[config.mk]
export PLATFORM = sky130hd
export DESIGN_NAME = msg_queue_unit
export DESIGN_NICKNAME = d
export VERILOG_FILES = /design/src/include/msg_queue_pkg.sv /design/src/verilog/msg_queue_unit.sv
export SDC_FILE = /design/constraint.sdc
export NUM_CORES = 2
export LEC_CHECK = 0
export ABC_AREA = 1
export BUFFER_PORTS_ARGS = -buffer_cell sky130_fd_sc_hd__buf_2
export CAP_MARGIN = 20
export CORE_UTILIZATION = 35
export CTS_BUF_LIST = sky130_fd_sc_hd__clkbuf_4 sky130_fd_sc_hd__clkbuf_8
export DETAILED_ROUTE_END_ITERATION = 8
export GPL_TIMING_DRIVEN = 0
export PLACE_DENSITY_LB_ADDON = 0.3
export SYNTH_ARGS = -nofsm -noshare
export SYNTH_HDL_FRONTEND = slang
export SYNTH_HIERARCHICAL = 1
export SYNTH_SLANG_ARGS = --single-unit
[constraint.sdc]
create_clock -name sys_clk_i -period 6.2 [get_ports sys_clk_i]
set_input_delay 1.86 -clock sys_clk_i [delete_from_list [all_inputs] [get_ports sys_clk_i]]
set_output_delay 1.86 -clock sys_clk_i [all_outputs]
set_load 0.03 [all_outputs]
[src/include/msg_queue_pkg.sv]
// Constants used by the message queue unit top; its data buffer uses none of them.
// Assumes a 32-bit local memory and 32-bit register ports on one clock.
package msg_queue_pkg;

  // ------------------------------------------------------------------
  // Remote (PCI side) register offsets.
  // ------------------------------------------------------------------
  localparam logic [11:0] PCI_OUT_STATUS = 12'h030;
  localparam logic [11:0] PCI_OUT_MASK = 12'h034;
  localparam logic [11:0] PCI_IN_PORT = 12'h040;
  localparam logic [11:0] PCI_OUT_PORT = 12'h044;

  // ------------------------------------------------------------------
  // Local register offsets.
  // ------------------------------------------------------------------
  localparam logic [19:0] LOC_IN_STATUS = 20'h00100;
  localparam logic [19:0] LOC_IN_MASK = 20'h00104;
  localparam logic [19:0] LOC_CONTROL = 20'h00164;
  localparam logic [19:0] LOC_BASE = 20'h00170;
  // Pointer offsets, in pointer index order below.
  localparam logic [19:0] LOC_PTR [0:7] = '{20'h00120, 20'h00128,
    20'h00130, 20'h00138, 20'h00140, 20'h00148, 20'h00150, 20'h00158};

  // Pointer indices into the pointer array.
  localparam int IN_FREE_HEAD = 0;
  localparam int IN_FREE_TAIL = 1;
  localparam int IN_POST_HEAD = 2;
  localparam int IN_POST_TAIL = 3;
  localparam int OUT_FREE_HEAD = 4;
  localparam int OUT_FREE_TAIL = 5;
  localparam int OUT_POST_HEAD = 6;
  localparam int OUT_POST_TAIL = 7;
  // Region slot of each pointer counted in FIFO sizes from the base.
  localparam logic [1:0] PTR_REGION [0:7] = '{2'h0, 2'h0, 2'h1, 2'h1,
    2'h3, 2'h3, 2'h2, 2'h2};

  // ------------------------------------------------------------------
  // Field layouts and values.
  // ------------------------------------------------------------------
  localparam int POST_PENDING_BIT = 5;
  localparam int CTRL_ENABLE_BIT = 0;
  localparam int CTRL_SIZE_LSB = 1;
  localparam logic [2:0] CTRL_SIZE_MAX = 3'h4;
  localparam logic [31:0] OUT_MASK_WRITABLE = 32'h0000_002B;
  localparam logic [31:0] IN_MASK_WRITABLE = 32'h0000_0020;
  localparam logic [31:0] CTRL_WRITABLE = 32'h0000_000F;
  localparam logic [31:0] BASE_ALIGN_MASK = 32'hFFF0_0000;
  localparam logic [31:0] FIFO_SIZE_UNIT = 32'h0000_1000;
  localparam logic [31:0] ENTRY_BYTES = 32'h0000_0004;
  localparam logic [31:0] EMPTY_FRAME = 32'hFFFF_FFFF;
  localparam logic [23:0] QUEUE_CLASS_CODE = 24'h0E_0001;

  // Memory sequencer states.
  typedef enum logic [1:0] {ST_IDLE, ST_READ, ST_WRITE} mem_state_t;

endpackage : msg_queue_pkg

[src/verilog/msg_queue_unit.sv]
// Message queue unit: queue ports, pointer registers and local memory
// sequencer, plus the posted-write buffer that feeds the sequencer.
// Assumes every port, including the memory port, runs on sys_clk_i.
//
// Contract
// - enabled unit reports class code 0E/00/01
// - four regions laid out consecutively from base
// - inbound port read fetches free tail, increments
// - empty free list reads all ones, no advance
// - inbound port write stores at post head
// - inbound post sets status, interrupts unless masked
// - outbound port write stores at free head
// - outbound pending while head differs from tail
// - mask gates remote interrupt, not status
// - outbound port read fetches post tail, increments
// - empty outbound post list reads all ones
// - remote and local register windows kept apart
// - outbound pending is status bit five, read-only
`timescale 1ns/1ns

// ----------------------------------------------------------------------
// Posted-write buffer.
// ----------------------------------------------------------------------
module msg_queue_fifo #(
  parameter int WIDTH = 33,
  parameter int DEPTH = 16
) (
  input wire logic sys_clk_i,
  input wire logic rst_b_i,
  input wire logic in_valid_i,
  output logic in_ready_o,
  input wire logic [WIDTH-1:0] in_data_i,
  output logic out_valid_o,
  input wire logic out_ready_i,
  output logic [WIDTH-1:0] out_data_o
);
  localparam int AW = $clog2(DEPTH);

  // Depth must be a power of two so the pointers wrap by themselves.
  if (DEPTH < 2 || (DEPTH & (DEPTH - 1)) != 0) begin : g_bad_depth
    $error("msg_queue_fifo: DEPTH must be a power of two of at least 2");
  end

  logic [WIDTH-1:0] mem_q [DEPTH]; // Entry storage.
  logic [AW:0] wr_q; // Write pointer with wrap bit.
  logic [AW:0] rd_q; // Read pointer with wrap bit.
  wire logic full = (wr_q[AW] != rd_q[AW]) && (wr_q[AW-1:0] == rd_q[AW-1:0]);
  wire logic empty = (wr_q == rd_q);
  wire logic push = in_valid_i && !full;
  wire logic pop = out_ready_i && !empty;

  assign in_ready_o = !full;
  assign out_valid_o = !empty;
  assign out_data_o = mem_q[rd_q[AW-1:0]];

  // Pointers advance on each accepted push or pop.
  always_ff @(posedge sys_clk_i) begin
    if (!rst_b_i) begin
      wr_q <= '0;
      rd_q <= '0;
    end else begin
      if (push) wr_q <= wr_q + 1'b1;
      if (pop) rd_q <= rd_q + 1'b1;
    end
  end

  // Storage has no reset; an entry is only read after it is written.
  always_ff @(posedge sys_clk_i) begin
    if (push) mem_q[wr_q[AW-1:0]] <= in_data_i;
  end
endmodule : msg_queue_fifo

// ----------------------------------------------------------------------
// Queue unit top.
// ----------------------------------------------------------------------
module msg_queue_unit #(
  parameter int BUF_DEPTH = 16
) (
  input wire logic sys_clk_i,
  input wire logic rst_b_i,
  // Remote register port: request held until the one-cycle ack.
  input wire logic pci_req_i,
  input wire logic pci_we_i,
  input wire logic [11:0] pci_addr_i,
  input wire logic [31:0] pci_wdata_i,
  output logic pci_ack_o,
  output logic [31:0] pci_rdata_o,
  // Class code seen by configuration reads at bytes 0x09..0x0B.
  output logic [23:0] cfg_class_code_o,
  // Local register port, same handshake.
  input wire logic loc_req_i,
  input wire logic loc_we_i,
  input wire logic [19:0] loc_addr_i,
  input wire logic [31:0] loc_wdata_i,
  output logic loc_ack_o,
  output logic [31:0] loc_rdata_o,
  // Local memory master port: request held until ack.
  output logic mem_req_o,
  output logic mem_we_o,
  output logic [31:0] mem_addr_o,
  output logic [31:0] mem_wdata_o,
  input wire logic mem_ack_i,
  input wire logic [31:0] mem_rdata_i,
  // Interrupts.
  output logic inta_b_o,
  output logic local_irq_o
);
  // Class code shown while the unit is disabled; value is arbitrary.
  localparam logic [23:0] IDLE_CLASS_CODE = 24'h00_0000;

  if (BUF_DEPTH < 2) begin : g_bad_buf
    $error("msg_queue_unit: BUF_DEPTH must be at least 2");
  end

  // --------------------------------------------------------------------
  // State.
  // --------------------------------------------------------------------
  msg_queue_pkg::mem_state_t state_q; // Memory sequencer state.
  logic [31:0] ptr_q [0:7]; // Head and tail pointers.
  logic [31:0] ctrl_q; // Enable and FIFO size code.
  logic [31:0] base_q; // Queue base address.
  logic [31:0] out_mask_q; // Remote interrupt mask.
  logic [31:0] in_mask_q; // Local interrupt mask.
  logic in_post_pending_q; // Sticky inbound post flag.
  logic pci_ack_q; // Remote ack pulse.
  logic [31:0] pci_rdata_q; // Remote read data.
  logic loc_ack_q; // Local ack pulse.
  logic [31:0] loc_rdata_q; // Local read data.
  logic rd_in_q; // Current fetch serves the inbound port.
  logic wr_in_q; // Current store serves the inbound port.
  logic [31:0] mem_addr_q; // Memory address.
  logic [31:0] mem_wdata_q; // Memory write data.
  logic [23:0] class_q; // Class code register.
  logic inta_b_q; // Remote interrupt, active low.
  logic local_irq_q; // Local interrupt.

  // --------------------------------------------------------------------
  // Region geometry.
  // --------------------------------------------------------------------
  wire logic [2:0] size_code_raw = ctrl_q[msg_queue_pkg::CTRL_SIZE_LSB +: 3];
  // Codes past the largest size behave as the largest.
  wire logic [2:0] size_code = (size_code_raw > msg_queue_pkg::CTRL_SIZE_MAX)
    ? msg_queue_pkg::CTRL_SIZE_MAX : size_code_raw;
  wire logic [31:0] fifo_size = msg_queue_pkg::FIFO_SIZE_UNIT << size_code;
  wire logic [31:0] base_value = base_q & msg_queue_pkg::BASE_ALIGN_MASK;
  wire logic unit_enable = ctrl_q[msg_queue_pkg::CTRL_ENABLE_BIT];

  // --------------------------------------------------------------------
  // Queue conditions.
  // --------------------------------------------------------------------
  wire logic in_free_empty = ptr_q[msg_queue_pkg::IN_FREE_HEAD] ==
    ptr_q[msg_queue_pkg::IN_FREE_TAIL];
  wire logic out_post_pending = ptr_q[msg_queue_pkg::OUT_POST_HEAD] !=
    ptr_q[msg_queue_pkg::OUT_POST_TAIL];

  // --------------------------------------------------------------------
  // Remote decode.
  // --------------------------------------------------------------------
  wire logic pci_live = pci_req_i && !pci_ack_q;
  wire logic pci_is_status = pci_addr_i == msg_queue_pkg::PCI_OUT_STATUS;
  wire logic pci_is_mask = pci_addr_i == msg_queue_pkg::PCI_OUT_MASK;
  wire logic pci_is_in = pci_addr_i == msg_queue_pkg::PCI_IN_PORT;
  wire logic pci_is_out = pci_addr_i == msg_queue_pkg::PCI_OUT_PORT;
  wire logic pci_is_port = pci_is_in || pci_is_out;
  wire logic pci_plain = pci_live && !pci_is_port;
  wire logic port_wr = pci_live && pci_we_i && pci_is_port;
  wire logic port_rd = pci_live && !pci_we_i && pci_is_port;
  wire logic seq_idle = state_q == msg_queue_pkg::ST_IDLE;
  wire logic src_empty = pci_is_in ? in_free_empty : !out_post_pending;
  wire logic rd_empty_ans = port_rd && seq_idle && src_empty;
  wire logic rd_start = port_rd && seq_idle && !src_empty;
  wire logic rd_done = (state_q == msg_queue_pkg::ST_READ) && mem_ack_i;
  wire logic wr_done = (state_q == msg_queue_pkg::ST_WRITE) && mem_ack_i;
  // Bit five alone reflects the outbound post queue here.
  wire logic [31:0] out_status = {26'h0, out_post_pending, 5'h00};

  // --------------------------------------------------------------------
  // Posted-write buffer: port writes queue up, so a slow memory stalls
  // the remote ack instead of losing a frame pointer.
  // --------------------------------------------------------------------
  wire logic buf_in_ready;
  wire logic buf_out_valid;
  wire logic [32:0] buf_out_data;
  wire logic buf_pop = seq_idle && !rd_start;
  msg_queue_fifo #(.WIDTH(33), .DEPTH(BUF_DEPTH)) u_buf (
    .sys_clk_i(sys_clk_i),
    .rst_b_i(rst_b_i),
    .in_valid_i(port_wr),
    .in_ready_o(buf_in_ready),
    .in_data_i({pci_is_in, pci_wdata_i}),
    .out_valid_o(buf_out_valid),
    .out_ready_i(buf_pop),
    .out_data_o(buf_out_data)
  );
  wire logic wr_start = buf_pop && buf_out_valid;

  // --------------------------------------------------------------------
  // Local decode.
  // --------------------------------------------------------------------
  wire logic loc_live = loc_req_i && !loc_ack_q;
  wire logic loc_wr = loc_live && loc_we_i;
  wire logic loc_rd = loc_live && !loc_we_i;
  wire logic loc_is_in_status = loc_addr_i == msg_queue_pkg::LOC_IN_STATUS;
  wire logic loc_is_in_mask = loc_addr_i == msg_queue_pkg::LOC_IN_MASK;
  wire logic loc_is_ctrl = loc_addr_i == msg_queue_pkg::LOC_CONTROL;
  wire logic loc_is_base = loc_addr_i == msg_queue_pkg::LOC_BASE;
  wire logic in_post_set = wr_done && wr_in_q;
  wire logic in_post_clr = loc_wr && loc_is_in_status &&
    loc_wdata_i[msg_queue_pkg::POST_PENDING_BIT];

  // --------------------------------------------------------------------
  // Pointer registers, one per entry. Hardware steps win over a local
  // write in the same cycle so an automatic advance is never lost.
  // --------------------------------------------------------------------
  logic [7:0] ptr_inc;
  logic [31:0] loc_ptr_rd [0:7];
  assign ptr_inc[msg_queue_pkg::IN_FREE_TAIL] = rd_done && rd_in_q;
  assign ptr_inc[msg_queue_pkg::OUT_POST_TAIL] = rd_done && !rd_in_q;
  assign ptr_inc[msg_queue_pkg::IN_POST_HEAD] = wr_done && wr_in_q;
  assign ptr_inc[msg_queue_pkg::OUT_FREE_HEAD] = wr_done && !wr_in_q;
  assign ptr_inc[msg_queue_pkg::IN_POST_TAIL] = 1'b0;
  assign ptr_inc[msg_queue_pkg::OUT_POST_HEAD] = 1'b0;
  assign ptr_inc[msg_queue_pkg::IN_FREE_HEAD] = 1'b0;
  assign ptr_inc[msg_queue_pkg::OUT_FREE_TAIL] = 1'b0;

  for (genvar i = 0; i < 8; i++) begin : g_ptr
    // region start from base and slot
    wire logic [31:0] slot = {30'h0, msg_queue_pkg::PTR_REGION[i]};
    wire logic [31:0] start = base_value + 32'(fifo_size * slot);
    wire logic [31:0] step = ptr_q[i] + msg_queue_pkg::ENTRY_BYTES;
    // one word step, wrap at region end
    wire logic [31:0] next = (step == start + fifo_size) ? start : step;
    wire logic hit = loc_addr_i == msg_queue_pkg::LOC_PTR[i];
    assign loc_ptr_rd[i] = hit ? ptr_q[i] : 32'h0000_0000;
    always_ff @(posedge sys_clk_i) begin
      if (!rst_b_i) ptr_q[i] <= 32'h0000_0000;
      else if (ptr_inc[i]) ptr_q[i] <= next;
      else if (loc_wr && hit) ptr_q[i] <= loc_wdata_i;
    end
  end

  // --------------------------------------------------------------------
  // Memory sequencer: a pending port read goes first, then the buffer.
  // --------------------------------------------------------------------
  always_ff @(posedge sys_clk_i) begin
    if (!rst_b_i) begin
      state_q <= msg_queue_pkg::ST_IDLE;
      rd_in_q <= 1'b0;
      wr_in_q <= 1'b0;
      mem_addr_q <= 32'h0000_0000;
      mem_wdata_q <= 32'h0000_0000;
    end else begin
      case (state_q)
        msg_queue_pkg::ST_IDLE: begin
          if (rd_start) begin
            state_q <= msg_queue_pkg::ST_READ;
            rd_in_q <= pci_is_in;
            mem_addr_q <= pci_is_in ? ptr_q[msg_queue_pkg::IN_FREE_TAIL]
              : ptr_q[msg_queue_pkg::OUT_POST_TAIL];
          end else if (wr_start) begin
            state_q <= msg_queue_pkg::ST_WRITE;
            wr_in_q <= buf_out_data[32];
            mem_wdata_q <= buf_out_data[31:0];
            mem_addr_q <= buf_out_data[32]
              ? ptr_q[msg_queue_pkg::IN_POST_HEAD]
              : ptr_q[msg_queue_pkg::OUT_FREE_HEAD];
          end
        end
        msg_queue_pkg::ST_READ, msg_queue_pkg::ST_WRITE: begin
          if (mem_ack_i) state_q <= msg_queue_pkg::ST_IDLE;
        end
        default: state_q <= msg_queue_pkg::ST_IDLE;
      endcase
    end
  end

  assign mem_req_o = !seq_idle;
  assign mem_we_o = state_q == msg_queue_pkg::ST_WRITE;
  assign mem_addr_o = mem_addr_q;
  assign mem_wdata_o = mem_wdata_q;

  // --------------------------------------------------------------------
  // Remote register side.
  // --------------------------------------------------------------------
  wire logic pci_ack_d = pci_plain || (port_wr && buf_in_ready) ||
    rd_empty_ans || rd_done;

  always_ff @(posedge sys_clk_i) begin
    if (!rst_b_i) begin
      pci_ack_q <= 1'b0;
      pci_rdata_q <= 32'h0000_0000;
    end else begin
      pci_ack_q <= pci_ack_d;
      // all ones when free list empty
      // all ones when post list empty
      if (rd_empty_ans) pci_rdata_q <= msg_queue_pkg::EMPTY_FRAME;
      else if (rd_done) pci_rdata_q <= mem_rdata_i;
      else if (pci_plain && !pci_we_i)
        pci_rdata_q <= pci_is_status ? out_status
          : (pci_is_mask ? out_mask_q : 32'h0000_0000);
    end
  end

  // Remote mask writes; only defined mask bits are kept.
  always_ff @(posedge sys_clk_i) begin
    if (!rst_b_i) out_mask_q <= 32'h0000_0000;
    else if (pci_plain && pci_we_i && pci_is_mask)
      out_mask_q <= pci_wdata_i & msg_queue_pkg::OUT_MASK_WRITABLE;
  end

  assign pci_ack_o = pci_ack_q;
  assign pci_rdata_o = pci_rdata_q;

  // --------------------------------------------------------------------
  // Local register side.
  // --------------------------------------------------------------------
  logic [31:0] loc_rd_mux;
  always_comb begin
    loc_rd_mux = 32'h0000_0000;
    for (int i = 0; i < 8; i++) loc_rd_mux = loc_rd_mux | loc_ptr_rd[i];
    if (loc_is_in_status)
      loc_rd_mux = {26'h0, in_post_pending_q, 5'h00};
    if (loc_is_in_mask) loc_rd_mux = in_mask_q;
    if (loc_is_ctrl) loc_rd_mux = ctrl_q;
    if (loc_is_base) loc_rd_mux = base_q;
  end

  // Local control registers and the ack pulse.
  always_ff @(posedge sys_clk_i) begin
    if (!rst_b_i) begin
      loc_ack_q <= 1'b0;
      loc_rdata_q <= 32'h0000_0000;
      in_mask_q <= 32'h0000_0000;
      ctrl_q <= 32'h0000_0000;
      base_q <= 32'h0000_0000;
    end else begin
      loc_ack_q <= loc_live;
      if (loc_rd) loc_rdata_q <= loc_rd_mux;
      if (loc_wr && loc_is_in_mask)
        in_mask_q <= loc_wdata_i & msg_queue_pkg::IN_MASK_WRITABLE;
      if (loc_wr && loc_is_ctrl)
        ctrl_q <= loc_wdata_i & msg_queue_pkg::CTRL_WRITABLE;
      // low bits dropped; alignment is software's
      if (loc_wr && loc_is_base)
        base_q <= loc_wdata_i & msg_queue_pkg::BASE_ALIGN_MASK;
    end
  end

  assign loc_ack_o = loc_ack_q;
  assign loc_rdata_o = loc_rdata_q;

  // --------------------------------------------------------------------
  // Status, interrupts and identification.
  // --------------------------------------------------------------------
  always_ff @(posedge sys_clk_i) begin
    if (!rst_b_i) begin
      in_post_pending_q <= 1'b0;
      inta_b_q <= 1'b1;
      local_irq_q <= 1'b0;
      class_q <= IDLE_CLASS_CODE;
    end else begin
      // post sets flag; set beats clear
      if (in_post_set) in_post_pending_q <= 1'b1;
      else if (in_post_clr) in_post_pending_q <= 1'b0;
      local_irq_q <= in_post_pending_q &&
        !in_mask_q[msg_queue_pkg::POST_PENDING_BIT];
      // mask gates only the remote line
      inta_b_q <= !(out_post_pending &&
        !out_mask_q[msg_queue_pkg::POST_PENDING_BIT]);
      class_q <= unit_enable ? msg_queue_pkg::QUEUE_CLASS_CODE
        : IDLE_CLASS_CODE;
    end
  end

  assign inta_b_o = inta_b_q;
  assign local_irq_o = local_irq_q;
  assign cfg_class_code_o = class_q;

  // --------------------------------------------------------------------
  // Checks.
  // --------------------------------------------------------------------
  AST_CLASS_CODE: assert property (
    @(posedge sys_clk_i) disable iff (!rst_b_i)
    unit_enable |=> cfg_class_code_o == msg_queue_pkg::QUEUE_CLASS_CODE)
    else $error("class code wrong while enabled");

  AST_IN_FETCH_ADDR: assert property (
    @(posedge sys_clk_i) disable iff (!rst_b_i)
    rd_start && pci_is_in |=>
      mem_req_o && !mem_we_o &&
      mem_addr_o == $past(ptr_q[msg_queue_pkg::IN_FREE_TAIL]))
    else $error("inbound fetch not at free tail");

  AST_EMPTY_ONES: assert property (
    @(posedge sys_clk_i) disable iff (!rst_b_i)
    rd_empty_ans |=> pci_ack_o &&
      pci_rdata_o == msg_queue_pkg::EMPTY_FRAME && !mem_req_o)
    else $error("empty queue read did not return all ones");

  AST_EMPTY_HOLD: assert property (
    @(posedge sys_clk_i) disable iff (!rst_b_i)
    rd_empty_ans && pci_is_in && !loc_wr |=>
      $stable(ptr_q[msg_queue_pkg::IN_FREE_TAIL]))
    else $error("free tail moved on empty read");

  AST_POST_FLAG: assert property (
    @(posedge sys_clk_i) disable iff (!rst_b_i)
    in_post_set && !in_mask_q[msg_queue_pkg::POST_PENDING_BIT] |=>
      in_post_pending_q ##1 local_irq_o)
    else $error("inbound post did not raise flag and interrupt");

  AST_FREE_STORE: assert property (
    @(posedge sys_clk_i) disable iff (!rst_b_i)
    wr_start && !buf_out_data[32] |=>
      mem_we_o &&
      mem_addr_o == $past(ptr_q[msg_queue_pkg::OUT_FREE_HEAD]))
    else $error("outbound return not stored at free head");

  AST_OUT_IRQ: assert property (
    @(posedge sys_clk_i) disable iff (!rst_b_i)
    out_post_pending && !out_mask_q[msg_queue_pkg::POST_PENDING_BIT] |=>
      !inta_b_o)
    else $error("remote interrupt missing while posts pending");

  AST_OUT_MASKED: assert property (
    @(posedge sys_clk_i) disable iff (!rst_b_i)
    out_mask_q[msg_queue_pkg::POST_PENDING_BIT] |=> inta_b_o)
    else $error("masked remote interrupt asserted");

  AST_TAIL_STEP: assert property (
    @(posedge sys_clk_i) disable iff (!rst_b_i)
    rd_done && !rd_in_q |=> ptr_q[msg_queue_pkg::OUT_POST_TAIL] !=
      $past(ptr_q[msg_queue_pkg::OUT_POST_TAIL]))
    else $error("outbound post tail did not advance");

  AST_WRAP: assert property (
    @(posedge sys_clk_i) disable iff (!rst_b_i)
    ptr_inc[msg_queue_pkg::IN_POST_HEAD] && !loc_wr |=>
      ptr_q[msg_queue_pkg::IN_POST_HEAD] ==
      (($past(ptr_q[msg_queue_pkg::IN_POST_HEAD]) == base_value +
        (fifo_size << 1) - msg_queue_pkg::ENTRY_BYTES)
      ? base_value + fifo_size
      : $past(ptr_q[msg_queue_pkg::IN_POST_HEAD]) +
        msg_queue_pkg::ENTRY_BYTES))
    else $error("inbound post head step or wrap wrong");

endmodule : msg_queue_unit

==> After elaboration in Yosys (flattened, before gate mapping) <==
Memories as Yosys holds them, arrays and structs flattened. A register that Yosys moved wholly into a read port is not among the register bits.
Index checks and enable logic that the tools add are counted.
{ "classes": {"n_addsub": 12, "multipliers": 1, "magnitude_cmp": 1, "n_eq_ne": 29, "shift": 1, "muxes": 91, "bitwise_logic": 20, "n_reduce_logical": 69} }
{ "ops": {"columns": ["op", "n"], "rows": [
  ["32-bit two-way mux", 35],
  ["20-bit by 9-bit == test with 1-bit output (second input constant)", 12],
  ["32-bit bitwise OR", 7],
  ["32-bit adder", 6],
  ["32-bit == test", 5],
  ["32-bit by 3-bit adder with 32-bit output (second input constant)", 4],
  ["1-bit two-way mux", 46],
  ["1-bit logical AND", 40],
  ["32-bit by 2-bit multiplier with 32-bit output (second input constant)", 1],
  ["32-bit != test", 1],
  ["13-bit by 3-bit left shift with 32-bit output (first input constant)", 1],
  ["12-bit by 6-bit == test with 1-bit output (second input constant)", 2],
  ["12-bit by 7-bit == test with 1-bit output (second input constant)", 2],
  ["20-bit two-way mux", 1],
  ["1-bit zero test", 16],
  ["6-bit two-way mux", 2],
  ["1-bit bitwise OR", 12],
  ["5-bit by 1-bit adder with 5-bit output (second input constant)", 2],
  ["4-bit two-way mux", 2],
  ["2-bit two-way mux", 3],
  ["2-bit AND reduction", 3],
  ["5-bit == test", 1],
  ["4-bit == test", 1],
  ["1-bit logical OR", 4],
  ["14 further kinds", 15]
]} }
{ "totals": {"reg_bits": 192, "ramBits": 784, "input_bits": 135, "out_inout_bits": 158, "elab_cells": 245, "memories": 2} }
{ "memory_table": {"columns": ["memory", "depth", "word_bits", "rd", "rd_ports_with_merged_regs", "write_ports", "line_no", "text"], "rows": [
  ["u_buf.mem_q", 16, 33, 1, 1, 1, "msg_queue_unit.sv:44", "logic [WIDTH-1:0] mem_q [DEPTH];"],
  ["ptr_q", 8, 32, 8, 0, 8, "msg_queue_unit.sv:119", "logic [31:0] ptr_q [0:7];"]
]} }

==> Logic depth before layout (Yosys ltp) <==
{ "logic_depth": {"ltp_word": 13, "ltp_mapped": 32, "depth_no_buf": 31} }

==> Hierarchy <==
Netlist, hierarchy kept.
{ "modules_own_cells": {"columns": ["mod", "n_inst", "cells_each", "area_each_um2", "seq_area_each_um2"], "rows": [
  ["msg_queue_unit", 1, 3741, 26889.5, 10870.4],
  ["msg_queue_fifo", 1, 1794, 22733.1, 16135.5]
]} }

==> Worst setup path after synthesis <==
OpenSTA, ideal clock, no wires.
{ "synth_path": {"path_kind": "input -> register", "start": "in pci_addr_i[9]", "end": "mem u_buf.mem_q[3][0], enable pin", "setup_time_ns": 0.464, "arrival_time_ns": 5.397, "required_time_ns": 5.736, "slack_ns": 0.339, "path_stages": 5, "path_cell_list": "nor4_2 -> nand3_1 -> nor3_1 -> nand2_1 -> nor3_1"} }
{ "synth_via": {"elab_chain_len": 6, "word_cells_on_any_way": 7, "cone_classes": "eq/ne (2); mux (2); reduce/logical (3)"} }
{ "synth_rtl": {"columns": ["item", "line_no", "text"], "rows": [
  ["from (decl)", "msg_queue_unit.sv:84", "input wire logic [11:0] pci_addr_i,"],
  ["12-bit by 7-bit == test with 1-bit output, on equally long branches", "msg_queue_unit.sv:162, msg_queue_unit.sv:163", null],
  ["1-bit logical OR *", "msg_queue_unit.sv:164", "wire logic pci_is_port = pci_is_in || pci_is_out;"],
  ["1-bit logical AND *", "msg_queue_unit.sv:166", "wire logic port_wr = pci_live && pci_we_i && pci_is_port;"],
  ["net port_wr", "msg_queue_unit.sv:166", null],
  ["1-bit logical AND *", "msg_queue_unit.sv:49", "wire logic push = in_valid_i && !full;"],
  ["1-bit two-way mux *", "msg_queue_unit.sv:69", "if (push) mem_q[wr_q[AW-1:0]] <= in_data_i;"],
  ["1-bit two-way mux (implied by the code) *", "msg_queue_unit.sv:69", null],
  ["to (decl)", "msg_queue_unit.sv:44", null]
]} }
The timed path passes the listed nets; every way through them passes the cells marked *.

==> run summary <==
Outcome -> completed
Distinct cells, synth -> 67
Root Driver -> clkbuf_8
CP endpoint -> ptr_q[1][2]$_SDFFCE_PN0P_
Cell Rows -> 137
Syn-to-layout area delta -> 16.6%
Largest net degree at the start of global routing -> 32
Mapped Avg Cell Area -> 8.97 sq um
Gate count after technology mapping -> 5535
Clock Path Buffers -> 3
Post-synth EDFFs -> 784
Share of layout cells above drive strength 1 -> 15.1%
# Post-CTS Setup Buffers -> 0
Core Region -> 140000 sq um
TritonCTS clock tree -> built
Worst setup path class -> flop to flop
Total number of vias -> 43772
Fin nets -> 6215
DRT iter0 DRCs -> 5324
Slew HR -> 18.6%
Reg2Reg Capture Point -> ptr_q[1][2]$_SDFFCE_PN0P_
Max Fclk -> 180 MHz
RSZ-0062 raised after global routing -> false
Reg2reg setup slack -> 630 ps
Synth warn -> 6
Crit path max fanout -> 7
Worst-Margin Slew -> 1220 ps
Drt wl/cell -> 24.8 um
PD cells -> 315 nW/um^2
Cell depth of the worst flop-to-flop path -> 25
Antenna violations before repair -> 14
Clock slew at reported path FFs -> 60 ps
Most instantiated cells after synthesis -> 1245 x nand2_1, 784 x edfxtp_1, 699 x inv_1, 487 x nand3_1, 402 x nor2_1
Seq cells post-synth -> 957
Hold Fails Final Rpt -> 0
Fraction of registers with async set or reset after synthesis -> 0%
# setup viols final -> 0
Yosys top cell by area -> edfxtp_1
Clock skew -> 62.2 ps
Routed Antenna Nets -> 0
Resized cells post-CTS -> 0
Total wire length -> 200000 um
Max Transition Viols Final -> 0
Die span in y -> 379 um
Startpoint type of the worst setup path -> flop
Post-CTS Hold Fix Bufs -> 0
TritonCTS buffer count -> 166
Post-layout util -> 41.3%
Critical Path AT -> 6230 ps
Overall routing resource usage -> 27.4%
HPWL after detailed placement -> 153000 um
Hold Crit Class -> flop to flop
Top_reg_cell synth -> edfxtp_1
Fin crit share -> 89.8%
Number of port buffers -> 270
Fillers -> 14012
Multi-input logic area -> 18600 sq um
CTS Sinks -> 957
IO Pins -> 293
Chip Width -> 379 um
Top cell type's share of synthesized area -> 47.4%
Maxcap violations -> 0
Top area cells in the synthesized netlist -> edfxtp_1 47%, nand2_1 9.4%, dfxtp_1 7.0%
Count leader, synth -> nand2_1
First-pass GRT wire length -> 281000 um
Via-to-Cell Ratio -> 5.42
CP startpoint -> ctrl_q[2]$_SDFFE_PN0P_
Routability cong. -> 1.01
GR Overflow Total -> 0
Leak -> 22.9 nW
Initial DRT Pass Iterations -> 7
Setup TNS -> 0 ps
Sequential cell area -> 27000 sq um
Die footprint -> 143000 sq um
Remaining DRCs -> 0
Crit. End Element -> flop
H-tree levels -> 4
Tmin final -> 5570 ps
CP Data Required Time -> 6860 ps
Vias in the first global route -> 39923
Mapped Area -> 49600 sq um
Clk Latency, worst-skew pair -> 960 ps
Max VDD drop -> 0.000193 V
Starting Density -> 35.4%
Reg-to-Reg Start -> ctrl_q[2]$_SDFFE_PN0P_
Seq/Total Area, Yosys -> 54.4%
## layer usage
layer | global-route usage (%) | wire, um
met4 | 11.9 | 8900
met2 | 39.9 | 84100
met5 | 0 | 29
met1 | 38.6 | 85100
met3 | 6.07 | 22100
## how the worst min path moves through the flow
stage                                       startpoint                           end  slack (ps)  cells past startpoint
after CTS                 loc_rdata_o[11]$_SDFFE_PN0P_  loc_rdata_o[11]$_SDFFE_PN0P_         460                      2
final                      loc_rdata_o[5]$_SDFFE_PN0P_   loc_rdata_o[5]$_SDFFE_PN0P_         460                      2
after global placement       in_mask_q[5]$_SDFFE_PN0P_        local_irq_o$_SDFF_PN0_         440                      1
after global routing      mem_wdata_o[12]$_SDFFE_PN0P_  mem_wdata_o[12]$_SDFFE_PN0P_         480                      2
after floorplan              in_mask_q[5]$_SDFFE_PN0P_        local_irq_o$_SDFF_PN0_         410                      1
after detailed placement     in_mask_q[5]$_SDFFE_PN0P_        local_irq_o$_SDFF_PN0_         450                      1
## power breakdown
part | switching (mW) | internal (mW) | total, mW
Sequential | 0.274 | 7.24 | 7.51
Clock | 2.93 | 3.40 | 6.34
Combinational | 3.21 | 1.20 | 4.41
## placed cells by master (no fill, tap or decap), drive strengths merged, types with 2 or more instances in the layout
cell     synthesis  final
o41ai            7      7
a21boi           5      5
bufinv           0      2
xnor2           15     15
a41oi            7      7
conb             2     37
a221oi          25     25
clkinv           6     45
diode            0      4
xor2           133    133
a31oi            3      3
o221ai           9      9
o2111ai         10     10
nand3          492    492
or2             11     11
nand3b           7      7
and2             4      4
nand4          101    101
mux2             2      2
o32ai           13     13
o21ai          309    309
a211oi          17     17
a21oi          335    335
fa               3      3
nor3            62     62
o22ai           62     62
ha              32     32
nor2           424    424
nor4            27     27
o21bai           3      3
edfxtp         784    784
buf            131    438
inv            715    724
nor4b            2      2
clkbuf         158    419
o21a             5      5
o211a            6      6
nand2         1293   1293
o211ai         139    139
dfxtp          173    173
## flip-flops by register name, summed over array words and instances (netlist names), 2 cells and up, named ones only
register / flops
base_q: 12
ctrl_q: 4
loc_rdata_o: 32
mem_addr_o: 32
mem_wdata_o: 32
out_mask_q: 4
pci_rdata_o: 32
ptr_q: 256
state_q: 2
u_buf/mem_q: 528
u_buf/rd_q: 5
u_buf/wr_q: 5
## critical path, cell delays in order, from the launching register on
cell      delay (ps)
dfxtp_1          530
inv_2            140
nor2_4           320
nand2_1          350
nand2_1          290
ha_1             330
inv_1             90
xor2_1           280
inv_1             80
ha_1             350
inv_1             50
o21ai_0          520
o21bai_1         330
nand2_1          100
nand2_1           90
nand2_1           60
nand2_1           60
nand2_1           50
nor2_1           160
nand4_1          110
nor2_1           110
nand2_1           60
nor2_2           130
nand2_2          130
nand2_1          380
o22ai_1          160
## stage by stage
stage | hold WS [ps] | cell area (sq um) | power [mW] | worst slack, ps | instances
finish | 459 | 57900 | 18.3 | 631 | 8069
global route | 478 | 57900 | 18.9 | 421 | 8069
CTS | 462 | 57800 | 18.2 | 793 | 8063
detailed placement | 447 | 54200 | 11.9 | 549 | 7751
global placement | 439 | 53500 | 11.9 | -3390 | 7716
floorplan | 406 | 49800 | 10.2 | 339 | 5570
## final cells by class
class,count,share of cell area (%)
multi-input cells,3603,32.2
inverters,721,4.68
diodes,4,0.0173
plain buffers,289,2.72
well taps,1876,4.06
flip-flops and latches,957,46.7
repair buffers,307,3.38
clock inverters,51,0.850
clock buffers,261,5.46
## kinds of logic (layout without fill, tap and decap cells)
group	count (synthesis)	after routing	synth area share [%]
DFF	957	957	54.4
adders and majority gates	35	35	0.928
other	2	41	0.0151
buffers and inverters	1010	1629	8.62
AOI/OAI and AO/OA	956	956	12.0
and+or+nand+nor	2424	2424	21.2
muxes	2	2	0.0454
xor gates and xnor gates	149	149	2.73
Power figures use the tool's default switching activity.
